[src/logic/cal_regs_map.svh]
/*
  Register indices, reset values, writable masks and field positions
  of the channel-0 calibration and threshold register bank.
  Assumes byte address = 4 * index on the register bus.
*/
`ifndef CAL_REGS_MAP_SVH
`define CAL_REGS_MAP_SVH

`define IDX_THRESH_HI   6'h07
`define IDX_THRESH_LO   6'h08
`define IDX_CHANNEL0_CONFIG     6'h09
`define IDX_OCAL_HI     6'h0A
`define IDX_OCAL_LO     6'h0B
`define IDX_GCAL_HI     6'h0C
`define IDX_GCAL_LO     6'h0D
`define IDX_DET_CTRL    6'h30
`define IDX_DET_STAT    6'h31

`define RST_ZERO        16'h0000
`define RST_GCAL_HI     16'h8000
`define RST_DET_SEL     3'h0

`define MASK_FULL       16'hFFFF
`define MASK_THRESH_LO  16'hFF0F
`define MASK_CHANNEL0_CONFIG    16'hFFC7
`define MASK_LO_BYTE    16'hFF00
`define MASK_DET_CTRL   16'h0007

`define POS_PHASE       6
`define POS_BYPASS      2
`define POS_DET_CLEAR   8
`define POS_DET_RESTART 9
`define POS_DET_FLAG    8

`endif

[src/logic/cal_regs_pkg.sv]
/*
  Types shared by the register bank, its bus slave and detector.
  Assumes nothing beyond a SystemVerilog compiler.
*/
`default_nettype none

package cal_regs_pkg;
  typedef enum logic [1:0] {
    SEL_OWN_PAIR = 2'h0,
    SEL_SHORTED  = 2'h1,
    SEL_TEST_POS = 2'h2,
    SEL_TEST_NEG = 2'h3
  } input_sel_t;

  typedef enum logic [1:0] {
    RESP_OKAY   = 2'h0,
    RESP_SLVERR = 2'h2
  } axi_resp_t;
endpackage

`default_nettype wire

[src/logic/axil_slave.sv]
/*
  AXI4-Lite slave front end with one write and one read outstanding.
  Assumes the register file answers hit and read data combinationally.
*/
`default_nettype none

module axil_slave #(
  parameter int ADDR_W = 8
) (
  // Clock, reset, enable
  input  wire logic                   aclk,
  input  wire logic                   aresetn,
  input  wire logic                   ce,
  // Write channels
  input  wire logic [ADDR_W-1:0]      awaddr,
  input  wire logic                   awvalid,
  output var  logic                   awready,
  input  wire logic [31:0]            wdata,
  input  wire logic [3:0]             wstrb,
  input  wire logic                   wvalid,
  output var  logic                   wready,
  output var  cal_regs_pkg::axi_resp_t bresp,
  output var  logic                   bvalid,
  input  wire logic                   bready,
  // Read channels
  input  wire logic [ADDR_W-1:0]      araddr,
  input  wire logic                   arvalid,
  output var  logic                   arready,
  output var  logic [31:0]            rdata,
  output var  cal_regs_pkg::axi_resp_t rresp,
  output var  logic                   rvalid,
  input  wire logic                   rready,
  // Register file side
  output wire logic                   wr_en,
  output var  logic [ADDR_W-3:0]      wr_idx,
  output var  logic [15:0]            wr_data,
  output var  logic [1:0]             wr_strb,
  input  wire logic                   wr_hit,
  output wire logic [ADDR_W-3:0]      rd_idx,
  input  wire logic [15:0]            rd_data,
  input  wire logic                   rd_hit
);
  import cal_regs_pkg::*;

  logic aw_held;
  logic w_held;
  wire  aw_take      = awvalid && awready;
  wire  w_take       = wvalid && wready;
  wire  ar_take      = arvalid && arready;
  wire  do_write     = aw_held && w_held && !bvalid;
  wire  next_aw_held = aw_take || (aw_held && !do_write);
  wire  next_w_held  = w_take || (w_held && !do_write);
  wire  next_bvalid  = do_write || (bvalid && !bready);
  wire  next_rvalid  = ar_take || (rvalid && !rready);

  assign wr_en  = do_write;
  assign rd_idx = araddr[ADDR_W-1:2];

  always_ff @(posedge aclk)
  begin
    if (!aresetn)
    begin
      aw_held <= 1'b0;
      w_held  <= 1'b0;
      awready <= 1'b0;
      wready  <= 1'b0;
      bvalid  <= 1'b0;
      bresp   <= RESP_OKAY;
      arready <= 1'b0;
      rvalid  <= 1'b0;
      rresp   <= RESP_OKAY;
      rdata   <= 32'h00000000;
      wr_idx  <= '0;
      wr_data <= 16'h0000;
      wr_strb <= 2'h0;
    end
    else if (ce)
    begin
      aw_held <= next_aw_held;
      w_held  <= next_w_held;
      awready <= !next_aw_held;
      wready  <= !next_w_held;
      bvalid  <= next_bvalid;
      arready <= !next_rvalid;
      rvalid  <= next_rvalid;
      if (aw_take)
        wr_idx <= awaddr[ADDR_W-1:2];
      if (w_take)
      begin
        wr_data <= wdata[15:0];
        wr_strb <= wstrb[1:0];
      end
      // Unmapped address answers SLVERR
      if (do_write)
        bresp <= wr_hit ? RESP_OKAY : RESP_SLVERR;
      if (ar_take)
      begin
        rdata <= {16'h0000, rd_data};
        rresp <= rd_hit ? RESP_OKAY : RESP_SLVERR;
      end
    end
  end

  write_answer_a: assert property (@(posedge aclk) disable iff (!aresetn)
    ce && do_write |=> bvalid && (bresp == (($past(wr_hit)) ? RESP_OKAY : RESP_SLVERR)))
    else $error("write not answered one edge after it was performed");

endmodule

`default_nettype wire

[src/logic/ch0_cal_regs.sv]
/*
  Channel-0 calibration, DC-removal and current-detect threshold
  register bank behind an AXI4-Lite slave, with decoded settings
  and a current-detect counter.
  Assumes one clock, synchronous active-low reset, samples on aclk.
*/

// Summary of operation
// Threshold is upper word plus lower byte
// Selector zero disables, else coefficient 2^-(code+1)
// Signed 10-bit phase delay, reset zero
// Bypass bit removes DC filter on channel 0
// Two-bit input route: own, short, test
// Offset correction: upper word, lower byte
// Gain correction upper resets to 8000h
// Detect after 1 to 128 exceedances
// Reserved bits read zero, writes ignored
`default_nettype none
`include "cal_regs_map.svh"

module ch0_cal_regs #(
  parameter int ADDR_W   = 8,
  parameter int SAMPLE_W = 24
) (
  // Clock, reset, enable
  input  wire logic                    aclk,
  input  wire logic                    aresetn,
  input  wire logic                    ce,
  // AXI4-Lite write
  input  wire logic [ADDR_W-1:0]       awaddr,
  input  wire logic                    awvalid,
  output var  logic                    awready,
  input  wire logic [31:0]             wdata,
  input  wire logic [3:0]              wstrb,
  input  wire logic                    wvalid,
  output var  logic                    wready,
  output var  cal_regs_pkg::axi_resp_t bresp,
  output var  logic                    bvalid,
  input  wire logic                    bready,
  // AXI4-Lite read
  input  wire logic [ADDR_W-1:0]       araddr,
  input  wire logic                    arvalid,
  output var  logic                    arready,
  output var  logic [31:0]             rdata,
  output var  cal_regs_pkg::axi_resp_t rresp,
  output var  logic                    rvalid,
  input  wire logic                    rready,
  // Sample stream for current detect
  input  wire logic                    sample_valid,
  input  wire logic [SAMPLE_W-1:0]     sample_value,
  // Current detect
  output var  logic [SAMPLE_W-1:0]     detect_threshold,
  output var  logic                    current_detected,
  // DC removal
  output var  logic                    dc_removal_enable,
  output var  logic [4:0]              dc_removal_shift,
  output var  logic                    ch0_dc_removal_enable,
  // Channel 0 settings
  output var  logic signed [9:0]       ch0_phase_delay,
  output var  cal_regs_pkg::input_sel_t ch0_input_select,
  output var  logic [3:0]              ch0_route,
  output var  logic [23:0]             ch0_offset_corr,
  output var  logic [23:0]             ch0_gain_corr
);
  import cal_regs_pkg::*;

  localparam int IDX_W = ADDR_W - 2;

  // Byte-lane merge limited to writable bits
  function automatic logic [15:0] wmerge(
    input logic [15:0] old,
    input logic [15:0] data,
    input logic [1:0]  strb,
    input logic [15:0] mask
  );
    logic [15:0] lanes;
    lanes = {{8{strb[1]}}, {8{strb[0]}}};
    return ((data & lanes) | (old & ~lanes)) & mask;
  endfunction

  function automatic logic mapped(input logic [IDX_W-1:0] idx);
    return idx == IDX_W'(`IDX_THRESH_HI) || idx == IDX_W'(`IDX_THRESH_LO)
        || idx == IDX_W'(`IDX_CHANNEL0_CONFIG)   || idx == IDX_W'(`IDX_OCAL_HI)
        || idx == IDX_W'(`IDX_OCAL_LO)   || idx == IDX_W'(`IDX_GCAL_HI)
        || idx == IDX_W'(`IDX_GCAL_LO)   || idx == IDX_W'(`IDX_DET_CTRL)
        || idx == IDX_W'(`IDX_DET_STAT);
  endfunction

  // Register storage
  logic [15:0] detect_threshold_upper;
  logic [15:0] detect_threshold_low_and_dc_block;
  logic [15:0] channel0_config;
  logic [15:0] channel0_offset_cal_upper;
  logic [15:0] channel0_offset_cal_lower;
  logic [15:0] channel0_gain_cal_upper;
  logic [15:0] channel0_gain_cal_lower;
  logic [2:0]  detect_exceed_count_sel;

  // Bus slave side
  logic             wr_en;
  logic [IDX_W-1:0] wr_idx;
  logic [15:0]      wr_data;
  logic [1:0]       wr_strb;
  logic [IDX_W-1:0] rd_idx;
  logic [15:0]      rd_word;
  logic             det_flag;
  logic [7:0]       det_count;

  axil_slave #(
    .ADDR_W (ADDR_W)
  ) u_slave (
    .aclk    (aclk),
    .aresetn (aresetn),
    .ce      (ce),
    .awaddr  (awaddr),
    .awvalid (awvalid),
    .awready (awready),
    .wdata   (wdata),
    .wstrb   (wstrb),
    .wvalid  (wvalid),
    .wready  (wready),
    .bresp   (bresp),
    .bvalid  (bvalid),
    .bready  (bready),
    .araddr  (araddr),
    .arvalid (arvalid),
    .arready (arready),
    .rdata   (rdata),
    .rresp   (rresp),
    .rvalid  (rvalid),
    .rready  (rready),
    .wr_en   (wr_en),
    .wr_idx  (wr_idx),
    .wr_data (wr_data),
    .wr_strb (wr_strb),
    .wr_hit  (mapped(wr_idx)),
    .rd_idx  (rd_idx),
    .rd_data (rd_word),
    .rd_hit  (mapped(rd_idx))
  );

  // Write decode
  wire we_thr_hi = wr_en && wr_idx == IDX_W'(`IDX_THRESH_HI);
  wire we_thr_lo = wr_en && wr_idx == IDX_W'(`IDX_THRESH_LO);
  wire we_cfg    = wr_en && wr_idx == IDX_W'(`IDX_CHANNEL0_CONFIG);
  wire we_ocal_h = wr_en && wr_idx == IDX_W'(`IDX_OCAL_HI);
  wire we_ocal_l = wr_en && wr_idx == IDX_W'(`IDX_OCAL_LO);
  wire we_gcal_h = wr_en && wr_idx == IDX_W'(`IDX_GCAL_HI);
  wire we_gcal_l = wr_en && wr_idx == IDX_W'(`IDX_GCAL_LO);
  wire we_det    = wr_en && wr_idx == IDX_W'(`IDX_DET_CTRL);

  // Detector commands ride the upper lane
  wire det_clear   = we_det && wr_strb[1] && wr_data[`POS_DET_CLEAR];
  wire det_restart = we_det && wr_strb[1] && wr_data[`POS_DET_RESTART];

  // Read decode; reserved and unmapped bits return zero
  assign rd_word =
    (rd_idx == IDX_W'(`IDX_THRESH_HI)) ? detect_threshold_upper :
    (rd_idx == IDX_W'(`IDX_THRESH_LO)) ? detect_threshold_low_and_dc_block :
    (rd_idx == IDX_W'(`IDX_CHANNEL0_CONFIG))   ? channel0_config :
    (rd_idx == IDX_W'(`IDX_OCAL_HI))   ? channel0_offset_cal_upper :
    (rd_idx == IDX_W'(`IDX_OCAL_LO))   ? channel0_offset_cal_lower :
    (rd_idx == IDX_W'(`IDX_GCAL_HI))   ? channel0_gain_cal_upper :
    (rd_idx == IDX_W'(`IDX_GCAL_LO))   ? channel0_gain_cal_lower :
    (rd_idx == IDX_W'(`IDX_DET_CTRL))  ? {13'h0000, detect_exceed_count_sel} :
    (rd_idx == IDX_W'(`IDX_DET_STAT))  ? {7'h00, det_flag, det_count} :
    16'h0000;

  // Decoded settings
  wire [1:0]  dc_sel_code = detect_threshold_low_and_dc_block[1:0];
  wire [3:0]  dc_sel      = {detect_threshold_low_and_dc_block[3:2], dc_sel_code};
  wire        dc_on       = dc_sel != 4'h0;
  wire        ch0_bypass  = channel0_config[`POS_BYPASS];
  wire [23:0] thr_word    = {detect_threshold_upper, detect_threshold_low_and_dc_block[15:8]};

  // Register file
  always_ff @(posedge aclk)
  begin
    if (!aresetn)
    begin
      detect_threshold_upper            <= `RST_ZERO;
      detect_threshold_low_and_dc_block <= `RST_ZERO;
      channel0_config                   <= `RST_ZERO;
      channel0_offset_cal_upper         <= `RST_ZERO;
      channel0_offset_cal_lower         <= `RST_ZERO;
      channel0_gain_cal_upper           <= `RST_GCAL_HI;
      channel0_gain_cal_lower           <= `RST_ZERO;
      detect_exceed_count_sel           <= `RST_DET_SEL;
    end
    else if (ce)
    begin
      if (we_thr_hi)
        detect_threshold_upper <= wmerge(detect_threshold_upper, wr_data, wr_strb, `MASK_FULL);

      if (we_thr_lo)
        detect_threshold_low_and_dc_block <= wmerge(detect_threshold_low_and_dc_block,
                                                    wr_data, wr_strb, `MASK_THRESH_LO);

      if (we_cfg)
        channel0_config <= wmerge(channel0_config, wr_data, wr_strb, `MASK_CHANNEL0_CONFIG);

      if (we_ocal_h)
        channel0_offset_cal_upper <= wmerge(channel0_offset_cal_upper, wr_data, wr_strb,
                                            `MASK_FULL);

      if (we_ocal_l)
        channel0_offset_cal_lower <= wmerge(channel0_offset_cal_lower, wr_data, wr_strb,
                                            `MASK_LO_BYTE);

      if (we_gcal_h)
        channel0_gain_cal_upper <= wmerge(channel0_gain_cal_upper, wr_data, wr_strb,
                                          `MASK_FULL);

      if (we_gcal_l)
        channel0_gain_cal_lower <= wmerge(channel0_gain_cal_lower, wr_data, wr_strb,
                                          `MASK_LO_BYTE);

      if (we_det && wr_strb[0])
        detect_exceed_count_sel <= wr_data[2:0];
    end
  end

  // Settings outputs, one edge behind the registers
  always_ff @(posedge aclk)
  begin
    if (!aresetn)
    begin
      detect_threshold      <= '0;
      dc_removal_enable     <= 1'b0;
      dc_removal_shift      <= 5'h00;
      ch0_dc_removal_enable <= 1'b0;
      ch0_phase_delay       <= 10'sh000;
      ch0_input_select      <= SEL_OWN_PAIR;
      ch0_route             <= 4'h1;
      ch0_offset_corr       <= 24'h000000;
      ch0_gain_corr         <= 24'h800000;
    end
    else if (ce)
    begin
      detect_threshold      <= SAMPLE_W'(thr_word);
      // Code n selects coefficient 2^-(n+1)
      dc_removal_enable     <= dc_on;
      dc_removal_shift      <= dc_on ? {1'b0, dc_sel} + 5'h01 : 5'h00;
      ch0_dc_removal_enable <= dc_on && !ch0_bypass;
      ch0_phase_delay       <= signed'(channel0_config[15:`POS_PHASE]);
      ch0_input_select      <= input_sel_t'(channel0_config[1:0]);
      // One-hot route follows the selector
      ch0_route             <= 4'h1 << channel0_config[1:0];
      ch0_offset_corr       <= {channel0_offset_cal_upper,
                                channel0_offset_cal_lower[15:8]};
      ch0_gain_corr         <= {channel0_gain_cal_upper, channel0_gain_cal_lower[15:8]};
    end
  end

  current_detector #(
    .SAMPLE_W (SAMPLE_W)
  ) u_detect (
    .aclk         (aclk),
    .aresetn      (aresetn),
    .ce           (ce),
    .sample_valid (sample_valid),
    .sample_value (sample_value),
    .threshold    (detect_threshold),
    .count_sel    (detect_exceed_count_sel),
    .restart      (det_restart),
    .clear        (det_clear),
    .detected     (det_flag),
    .exceed_count (det_count)
  );

  assign current_detected = det_flag;

  threshold_word_a: assert property (@(posedge aclk) disable iff (!aresetn)
    ce |=> detect_threshold == {$past(detect_threshold_upper),
                                $past(detect_threshold_low_and_dc_block[15:8])})
    else $error("threshold output does not match upper word and lower byte");

  dc_coefficient_a: assert property (@(posedge aclk) disable iff (!aresetn)
    ce && dc_sel != 4'h0 |=> dc_removal_enable
                             && dc_removal_shift == {1'b0, $past(dc_sel)} + 5'h01)
    else $error("nonzero selector gave wrong coefficient");

  dc_off_a: assert property (@(posedge aclk) disable iff (!aresetn)
    ce && dc_sel == 4'h0 |=> !dc_removal_enable && !ch0_dc_removal_enable)
    else $error("zero selector left dc removal on");

  phase_delay_a: assert property (@(posedge aclk) disable iff (!aresetn)
    ce |=> ch0_phase_delay == $signed($past(channel0_config[15:6])))
    else $error("phase delay output differs from config field");

  ch0_bypass_a: assert property (@(posedge aclk) disable iff (!aresetn)
    ce |=> ch0_dc_removal_enable == ($past(dc_on) && !$past(ch0_bypass)))
    else $error("channel 0 dc removal ignores bypass or global setting");

  input_route_a: assert property (@(posedge aclk) disable iff (!aresetn)
    ce |=> ch0_route == (4'h1 << $past(channel0_config[1:0]))
           && ch0_input_select == $past(channel0_config[1:0]))
    else $error("input route does not follow selector");

  offset_word_a: assert property (@(posedge aclk) disable iff (!aresetn)
    ce && we_ocal_h && wr_strb == 2'h3 ##1 ce |=> ch0_offset_corr[23:8] == $past(wr_data, 2))
    else $error("offset upper word not applied");

  gain_word_a: assert property (@(posedge aclk) disable iff (!aresetn)
    ce |=> ch0_gain_corr == {$past(channel0_gain_cal_upper), $past(channel0_gain_cal_lower[15:8])})
    else $error("gain correction not assembled from both words");

  gain_reset_a: assert property (@(posedge aclk) disable iff (!aresetn)
    $rose(aresetn) |-> channel0_gain_cal_upper == 16'h8000 && channel0_gain_cal_lower == 16'h0000)
    else $error("gain upper word did not reset to 8000h");

  reserved_zero_a: assert property (@(posedge aclk) disable iff (!aresetn)
    ce && we_cfg |=> channel0_config[5:3] == 3'h0 && channel0_offset_cal_lower[7:0] == 8'h00
                     && detect_threshold_low_and_dc_block[7:4] == 4'h0)
    else $error("reserved bits took a written value");

  reserved_hold_a: assert property (@(posedge aclk) disable iff (!aresetn)
    channel0_config[5:3] == 3'h0 && channel0_gain_cal_lower[7:0] == 8'h00
    && detect_threshold_low_and_dc_block[7:4] == 4'h0)
    else $error("reserved bits hold a nonzero value");

  unmapped_read_a: assert property (@(posedge aclk) disable iff (!aresetn)
    !mapped(rd_idx) |-> rd_word == 16'h0000)
    else $error("unmapped index read back nonzero");

  offset_byte_a: assert property (@(posedge aclk) disable iff (!aresetn)
    ce |=> ch0_offset_corr == {$past(channel0_offset_cal_upper),
                               $past(channel0_offset_cal_lower[15:8])})
    else $error("offset correction not assembled from both words");

  thresh_write_a: assert property (@(posedge aclk) disable iff (!aresetn)
    ce && we_thr_hi && wr_strb == 2'h3 |=> detect_threshold_upper == $past(wr_data))
    else $error("threshold upper word write did not land");

  detect_restart_a: assert property (@(posedge aclk) disable iff (!aresetn)
    ce && det_restart |=> det_count == 8'h00)
    else $error("restart did not zero the exceedance count");

  freeze_hold_a: assert property (@(posedge aclk) disable iff (!aresetn)
    !ce |=> $stable(channel0_config) && $stable(ch0_gain_corr) && $stable(det_count))
    else $error("state moved while clock enable was low");

endmodule

`default_nettype wire

[src/logic/current_detector.sv]
/*
  Current-detect exceedance counter with sticky detection flag.
  Assumes samples arrive on the same clock as one-cycle strobes.
*/
`default_nettype none

module current_detector #(
  parameter int SAMPLE_W = 24
) (
  // Clock, reset, enable
  input  wire logic                aclk,
  input  wire logic                aresetn,
  input  wire logic                ce,
  // Sample stream
  input  wire logic                sample_valid,
  input  wire logic [SAMPLE_W-1:0] sample_value,
  // Settings and commands
  input  wire logic [SAMPLE_W-1:0] threshold,
  input  wire logic [2:0]          count_sel,
  input  wire logic                restart,
  input  wire logic                clear,
  // State
  output var  logic                detected,
  output var  logic [7:0]          exceed_count
);
  import cal_regs_pkg::*;

  function automatic logic [SAMPLE_W-1:0] magnitude(input logic [SAMPLE_W-1:0] v);
    return v[SAMPLE_W-1] ? (~v + 1'b1) : v;
  endfunction

  wire logic [7:0] target     = 8'h01 << count_sel;
  wire logic       hit        = sample_valid && (magnitude(sample_value) > threshold);
  wire logic [7:0] next_count = restart ? 8'h00 :
                                (hit && exceed_count != 8'hFF) ? exceed_count + 8'h01 :
                                exceed_count;
  wire logic       set_flag   = hit && !restart && (next_count >= target);

  always_ff @(posedge aclk)
  begin
    if (!aresetn)
    begin
      exceed_count <= 8'h00;
      detected     <= 1'b0;
    end
    else if (ce)
    begin
      exceed_count <= next_count;
      // Set wins over a simultaneous clear
      detected     <= set_flag || (detected && !clear);
    end
  end

  detect_fires_a: assert property (@(posedge aclk) disable iff (!aresetn)
    ce && hit && !restart && (exceed_count + 8'h01 == target) |=> detected)
    else $error("detection missed at the programmed exceedance count");

  detect_early_a: assert property (@(posedge aclk) disable iff (!aresetn)
    ce && !detected && (next_count < target) |=> !detected)
    else $error("detection raised before the programmed count");

endmodule

`default_nettype wire

[config.mk]
export PLATFORM = sky130hd
export DESIGN_NAME = ch0_cal_regs
export DESIGN_NICKNAME = d
export VERILOG_FILES = /design/src/logic/cal_regs_pkg.sv /design/src/logic/axil_slave.sv /design/src/logic/ch0_cal_regs.sv /design/src/logic/current_detector.sv
export VERILOG_INCLUDE_DIRS = /design/src /design/src/logic
export SDC_FILE = /design/constraint.sdc
export NUM_CORES = 1
export LEC_CHECK = 0
export BUFFER_PORTS_ARGS = -buffer_cell sky130_fd_sc_hd__buf_2
export CORE_ASPECT_RATIO = 0.9
export CORE_MARGIN = 5
export CORE_UTILIZATION = 56
export DETAILED_ROUTE_END_ITERATION = 10
export PLACE_DENSITY_LB_ADDON = 0.05
export SLEW_MARGIN = 20
export SYNTH_ARGS = -nofsm -noshare
export SYNTH_HDL_FRONTEND = slang
export SYNTH_SLANG_ARGS = --single-unit
[constraint.sdc]
create_clock -name aclk -period 5.65 [get_ports aclk]
set_clock_uncertainty 0.05 [all_clocks]
set_input_delay 0.2825 -clock aclk [delete_from_list [all_inputs] [get_ports aclk]]
set_output_delay 0.2825 -clock aclk [all_outputs]
set_load 0.02 [all_outputs]
Word level (Yosys, flattened, before mapping)
Cells that the tools add are included.

word-level totals
  register bits = 247
  input bits = 85
  word-level logic and storage cells = 161

operators by class
  add/subtract/negate cells = 3
  order comparisons = 2
  equality and inequality tests = 19
  shift operators = 2
  muxes and demuxes = 15
  bitwise logic cells = 17
  reductions and logical operators = 71

operators by type and width
  kind                     count
  $and A16 B16 Y16         8
  $mux W16                 7
  $or A16 B16 Y16          7
  $eq A6 B4 Y1 const B     12
  $logic_and A1 B1 Y1      27
  $add A24 B1 Y24 const B  1
  $eq A6 B6 Y1 const B     4
  $gt A24 B24 Y1           1
  $mux W24                 1
  $not A24 Y24             1
  $reduce_and A2 Y1        12
  $logic_or A1 B1 Y1       21
  $mux W9                  2
  $mux W8                  2
  $not A16 Y16             1
  $eq A6 B3 Y1 const B     2
  $logic_not A1 Y1         10
  $add A8 B1 Y8 const B    1
  $ge A8 B8 Y1             1
  $ne A8 B8 Y1 const B     1
  $shl A1 B3 Y8 const A    1
  $add A4 B1 Y5 const B    1
  $mux W5                  1
  $mux W2                  2
  2 further kinds          2

Longest topological paths before layout
Gate-level depths: netlist of the first run.

  depth in word-level cells = 11
  mapped depth = 24
  mapped depth without buffers = 23

Cells and area by module
Synthesis of the first run repeated with hierarchy kept, for this count alone.

unflattened totals
  cells, all modules = 1339
  area, all modules = 11976.5 sq um

by module, submodules not included
  module            instances  cells an instance  area an instance (sq um)  sequential area each (sq um)
  ch0_cal_regs      1          811                7938.9                    3743.6
  axil_slave        1          248                2042.0                    980.9
  current_detector  1          280                1995.7                    180.2

Worst setup path before layout of the first run
OpenSTA, ideal clock, no wires.

  path kind = input -> register
  from = in sample_value[10]
  to = reg u_detect.detected
  setup time = 0.120 ns
  arrival time = 5.034 ns
  required time = 5.480 ns
  slack = 0.446 ns
  cell stages on the path = 23
  buffers on the path = 1
  cell sequence = or4_4 or4_1 or2_1 or3_4 o41ai_4 xnor2_1 ha_1 nand4_1 nor4_1 a32oi_1 and2_0 o21ai_1 clkbuf_1 xnor2_1 nand2_1 ha_1 nand2b_1 a21oi_1 nor2b_1 o21ai_0 a211oi_1 a211oi_1 o31ai_1

between the ends
  word-level cells in the longest chain between the ends = 11
  elaborated cells between the ends (all ways) = 12

RTL lines
  what                   RTL line                text
  start, declared        ch0_cal_regs.sv:50      input wire logic [SAMPLE_W-1:0] sample_value,
  $not A24 Y24           current_detector.sv:29  return v[SAMPLE_W-1] ? (~v + 1'b1) : v;
  $add A24 B1 Y24        current_detector.sv:29
  $mux W24 *             current_detector.sv:29
  $gt A24 B24 Y1 *       current_detector.sv:33  wire logic hit = sample_valid && (magnitude(sample_value) > threshold);
  $logic_and A1 B1 Y1 *  current_detector.sv:33
  $logic_and A1 B1 Y1    current_detector.sv:35  (hit && exceed_count != 8'hFF) ? exceed_count + 8'h01 :
  $mux W8                current_detector.sv:35
  $mux W8                current_detector.sv:34  wire logic [7:0] next_count = restart ? 8'h00 :
  $ge A8 B8 Y1           current_detector.sv:37  wire logic set_flag = hit && !restart && (next_count >= target);
  $logic_and A1 B1 Y1 *  current_detector.sv:37
  $logic_or A1 B1 Y1 *   current_detector.sv:50  detected <= set_flag || (detected && !clear);
  end signal, assigned   current_detector.sv:50
  end, declared          current_detector.sv:23  output var logic detected,

Mark *: on every way between the ends. The rest lies on a longest branch, timed or not.
A chain may end at the register's enable or synchronous reset.

Final worst setup path of the first run
Ends and elaborated chain as after synthesis.

==> impl_metrics.yaml, run 1 <==
status:
  status: "complete, no violations"
timing:
  rsz0062_at_grt: "false"
  fmax_ghz: 0.202
  relSlewSlack: 0.229
  tightest_slew_ns: 1.15
  setup_ws_ns: 0.688
  fin_crit_sh: 0.878
  hold_viol_final: 0
  finalMaxSlewViolations: 0
  fin_crit_ns: 4.96
  setup_viol: 0
  fin_setup_tns_ns: 0
worst_setup_path:
  critPathKind: "input port to flip-flop"
  arrival_ns: 5.32
  required_ns: 6.01
  setup.worst_path.start_class: "input port"
  worst_setup_path_end_kind: "flip-flop"
  crit_fanout: 5
worst_hold_path:
  hold_path_class: "input port to flip-flop"
route:
  dr.first_iter.drc_count: 947
  detail_route.vias_per_cell: 5.80
  drc_errors: 0
  firstDrtPassIters: 6
  postRouteAntennaNets: 0
  drt_wl_total_mm: 33.3
  wl_per_cell_um: 19.3
  vias: 9981
placement:
  dp_hpwl_mm: 23.6
  gp_congestion: 0.907
  pre_cts_ws_ns: 0.193
  io_buffer_count: 181
cts:
  cts.sinks: 245
  tritoncts: "yes"
  cts.htree.levels: 1
  cts_made_buffers: 25
  clk_pin_slew_ns: 0.06
  cts_buffer_depth: 3
  cts_root_buf: "clkbuf_16"
  clk_latency_ns: 0.52
logic_synthesis:
  syn_inst: 1286
  ys_seq_elements: 245
  yosysSeqAreaShare: 0.433
  synth.avg_cell_area_um2: 8.81
  synthFlopType: "dfxtp_1"
  synth-edff-count: 0
  synth.distinct_cells: 60
  syn_area_um2: 11300
  ys_warn_count: 0
  async_reset_ff_frac: 0
die:
  die_area_um2: 23200
  start_util: 0.568
  core_um2: 19900
  die_w_um: 160
  io_pins: 222
  fp-row-count: 49
  fp.dieH_um: 145
cells_and_area:
  syn_to_final_growth_pct: 17.7
  layout-drive-gt1-share: 0.174
  antennaDiodeCount: 0
  final_common_cell: "dfxtp_1"
  final_cell_mix: "245 x dfxtp_1, 204 x nor2_1, 180 x buf_2"
  nNetsFinal: 1571
global_route:
  overflow: 0
  grt_pass1_vias: 9445
  grt_start_max_net_pins: 84
  grt_pass1_wl_mm: 52.7
  grt_usage: 0.277
  antenna_found_initial: 0
power_and_ir_drop:
  p_clk_frac: 0.440
  pwr-share-comb: 0.080
  power_density_nw_per_um2: 276
  max-vdd-ir-drop_mv: 0.208
  intPower_mw: 2.78
  pwr-share-seq: 0.480
  p_leak_nw: 5.64
  switchingPower_mw: 0.904
  switching_share: 0.245
flow_run:
  max-cap-violations: 0
power by group through the flow:
stage	clock (mW)	combinational (mW)	sequential [mW]
after floorplan	0	0.200	1.80
after global placement	0	0.274	1.80
after detailed placement	0	0.278	1.80
after CTS	1.64	0.293	1.77
after global routing	1.72	0.324	1.77
final	1.62	0.295	1.77
per-stage QoR:
step	util	instances	area (um2)	total power, mW	hold WS, ns
after floorplan	-	1303	11400	2.00	0.368
after global placement	0.617	1653	12300	2.08	0.401
after detailed placement	0.617	1653	12300	2.08	0.404
after CTS	0.669	1722	13300	3.69	0.0295
after global routing	0.669	1722	13300	3.81	0.0716
final	0.669	1722	13300	3.68	0.0461
cells by family (layout without fill, tap and decap cells):
logic type	count (synthesis)	in the layout	synth area share
AND/OR/NAND/NOR	421	421	0.166
AO/OA/AOI/OAI	246	246	0.136
flip-flops	245	245	0.433
multiplexers	173	173	0.153
buffers and inverters	139	303	0.0520
adder cells (fa/ha/maj)	36	36	0.0398
XOR/XNOR	25	25	0.0193
other	1	18	0.000331
cells in the mapped netlist, drive strengths merged, types with 9 or more instances:
cell type	n	share of area
nor3	18	0.011
ha	36	0.040
nand3	22	0.0097
xnor2	23	0.018
o21ai	67	0.030
o31ai	9	0.0072
a21oi	96	0.042
or3	14	0.0086
dfxtp	245	0.43
inv	40	0.013
a221oi	15	0.012
buf	32	0.017
clkbuf	67	0.022
mux2i	169	0.15
nand2	104	0.034
nand4	12	0.0066
nor2	204	0.068
cell type report:
type,instances,area [um2]
Clock buffer,30,654
Clock inverter,14,139
Fill cell,1728,6590
Inverter,40,155
Multi-Input combinational cell,919,5900
Sequential cell,245,4900
Tap cell,255,319
Timing Repair Buffer,219,1260
layer usage:
metal  track usage  share of wire  vias to the layer above
met1         0.404           0.46                     4709
met2         0.432           0.44                      410
met3        0.0471          0.079                       50
li1              -              -                     4812
met4        0.0671          0.021                        0
met5             0              0                        -
final timing paths:
path	cells after the start	from	endpoint	slack [ns]
worst max-delay path	24	sample_value[10]	u_detect.detected	0.69
worst min-delay path	4	rready	u_slave.rvalid	0.05
worst max register to register	18	detect_threshold[23]	u_detect.detected	2.14
worst min register to register	2	ch0_route[1]	ch0_route[1]	0.42
timing repair:
action,4_1_cts,5_1_grt
hold buffers,25,0
hold endpoints to repair,25,0
setup endpoints to repair,0,0
setup buffers,0,0
gates resized for setup,0,0
worst max-delay path: stages:
cell and delay [ns]:
buf_2 0.11, or4_4 0.55, or4_1 0.45, or2_1 0.27, or3_4 0.37, o31ai_1 0.26
xnor2_1 0.12, ha_1 0.30, nand4_1 0.21, nor4_1 0.31, buf_4 0.17, a32oi_1 0.07
and2_0 0.18, o21ai_1 0.25, xnor2_1 0.17, nand2_1 0.07, ha_1 0.30, nand2b_1 0.14
a21oi_1 0.13, nor2b_1 0.05, o21ai_0 0.14, a211oi_1 0.10, a211oi_1 0.22, o31ai_1 0.08
No activity file was read; power rests on OpenSTA's default activity.
==> run 2, diff against run 1 <==
==> constraint.sdc (replaced) <==
create_clock -name aclk -period 5.65 [get_ports aclk]
set_clock_uncertainty 0.05 [all_clocks]
set_input_delay 0.565 -clock aclk [delete_from_list [all_inputs] [get_ports aclk]]
set_output_delay 0.565 -clock aclk [all_outputs]
set_load 0.02 [all_outputs]
==> impl_metrics.yaml, run 2 (same netlist as run 1, synthesis figures left out) <==
status:
  status: "complete, no violations"
worst_setup_path:
  ff2ff_path_depth: 18
  r2r-start: "detect_threshold[23]"
  slowest_stage: "or4_4"
  required_ns: 5.99
  r2r_slack_ns: 2.07
  worst_setup_path_end_kind: "flip-flop"
  arrival_ns: 5.62
  crit_fanout: 4
  critical_path.max_stage_delay_ns: 0.55
  setup.worst_path.start_class: "input port"
  critPathKind: "input port to flip-flop"
  cp_cell_sequence: "buf_2, or4_4, or4_1, or2_1, or3_4, o41ai_4, xnor2_1, ha_1, nand4_1, nor4_1, buf_4, a32oi_1, and2_0, o21ai_1, xnor2_1, nand2_1, ha_1, nand2b_1, a21oi_1, nor2b_1, o21ai_0, a211oi_1, a211oi_1, o31ai_1"
  r2r-end: "u_detect.detected"
timing:
  fin_crit_sh: 0.934
  hold_viol_final: 0
  fmax_ghz: 0.189
  rsz0062_at_grt: "false"
  holdWs_ns: 0.233
  finalMaxSlewViolations: 0
  tightest_slew_ns: 1.14
  setup_viol: 0
  fin_crit_ns: 5.28
  relSlewSlack: 0.236
cts:
  cts.sinks: 245
  post_cts_buffers: 0
  hold_buffers: 0
  clk_latency_ns: 0.51
  cts.htree.levels: 1
  post_cts_resized: 0
  cts_made_buffers: 25
  tritoncts: "yes"
  cts_buffer_depth: 3
  clk_pin_slew_ns: 0.06
  cts_root_buf: "clkbuf_16"
global_route:
  grt_pass1_wl_mm: 50.9
  overflow: 0
  grt_start_max_net_pins: 126
  grt_usage: 0.267
  antenna_found_initial: 0
  grt_pass1_vias: 9022
worst_hold_path:
  hold_path_class: "input port to flip-flop"
  hold_end: "u_slave.wr_data[14]"
  hold_path_depth: 3
  hold_start: "wdata[14]"
route:
  wl_met1_mm: 15.1
  vias: 9919
  top_layer: "met4"
  wl_per_cell_um: 19.3
  firstDrtPassIters: 5
  postRouteAntennaNets: 0
  met3_wirelength_mm: 2.95
  wl_met2_mm: 14.2
  dr.first_iter.drc_count: 939
  drc_errors: 0
  drt_wl_total_mm: 32.9
  detail_route.vias_per_cell: 5.82
cells_and_area:
  multi_input_area_um2: 5900
  syn_to_final_growth_pct: 15.9
  fillers: 1716
  final_cell_mix: "245 x dfxtp_1, 204 x nor2_1, 180 x buf_2"
  antennaDiodeCount: 0
  final_common_cell: "dfxtp_1"
  finalCoreUtilization: 0.659
  seq_area_um2: 4900
  instances_no_fill: 1705
  nNetsFinal: 1556
  layout-drive-gt1-share: 0.180
power_and_ir_drop:
  power_density_nw_per_um2: 275
  max-vdd-ir-drop_mv: 0.246
  p_leak_nw: 5.57
  power_mw: 3.61
die:
  core_um2: 19900
  fp.dieH_um: 145
  fp-row-count: 49
  start_util: 0.568
  io_pins: 222
  die_area_um2: 23200
  die_w_um: 160
placement:
  dp_hpwl_mm: 23.6
  gp_congestion: 0.896
  placed_cells: 1663
  io_buffer_count: 181
flow_run:
  max-cap-violations: 0
## run 2: cell types whose count changed in the layout (fill, tap and decap cells not counted)
cell           previous run  this run
nor3_2                    8         7
clkinv_2                  6         3
dlygate4sd3_1            25         0
clkbuf_8                  1         6
inv_6                     3         1
clkinv_4                  1         0
clkbuf_1                  4         5
nor3_1                   10        11
bufinv_16                 2         0
buf_4                    14        24
## run 2: layer usage
layer,vias to the layer above,track usage
met4,0,0.0641
met2,444,0.400
li1,4766,-
met5,-,0
met1,4651,0.401
met3,58,0.0510
## run 2: through the flow
| stage | TNS, ns | setup slack [ns] | cell area (um2) |
|---|---|---|---|
| after floorplan | 0 | 0.164 | 11400 |
| after global placement | -0.00185 | -0.00185 | 12400 |
| after detailed placement | -0.0784 | -0.0784 | 12400 |
| after CTS | 0 | 0.425 | 13100 |
| after global routing | 0 | 0.0810 | 13100 |
| final | 0 | 0.373 | 13100 |
## run 2: where the power goes
| group | switching, mW | internal [mW] | leakage [nW] | total (mW) |
|---|---|---|---|---|
| clock network | 0.672 | 0.888 | 0.369 | 1.56 |
| logic | 0.179 | 0.108 | 3.22 | 0.287 |
| registers | 0.0247 | 1.74 | 1.98 | 1.77 |
| total | 0.875 | 2.74 | 5.57 | 3.61 |
## run 2: how the worst max path moves through the flow
stage / start / endpoint / slack [ns] / cells after the start
4_1_cts: sample_value[10] / u_detect.detected / 0.43 / 24
6_report: sample_value[10] / u_detect.detected / 0.37 / 24
3_5_place_dp: sample_value[10] / u_detect.detected / -0.08 / 24
5_1_grt: sample_value[10] / u_detect.detected / 0.08 / 24
3_3_place_gp: sample_value[10] / u_detect.detected / -0.002 / 24
2_1_floorplan: sample_value[10] / u_detect.detected / 0.16 / 23
## run 2: critical path, delay by kind of cell
kind                     cells  cell delay [ns]
AND/OR/NAND/NOR             10             2.64
AO/OA/AOI/OAI                8             1.25
adder cells (fa/ha/maj)      2             0.61
buffers and inverters        2             0.27
XOR/XNOR                     2             0.27
## run 2: final cells by class
| cell class | instances | area share |
|---|---|---|
| multi-input cells | 919 | 0.449 |
| repair buffers | 204 | 0.0824 |
| well taps | 255 | 0.0243 |
| clock inverters | 6 | 0.00286 |
| clock buffers | 36 | 0.0554 |
| flip-flops and latches | 245 | 0.374 |
| inverters | 40 | 0.0118 |
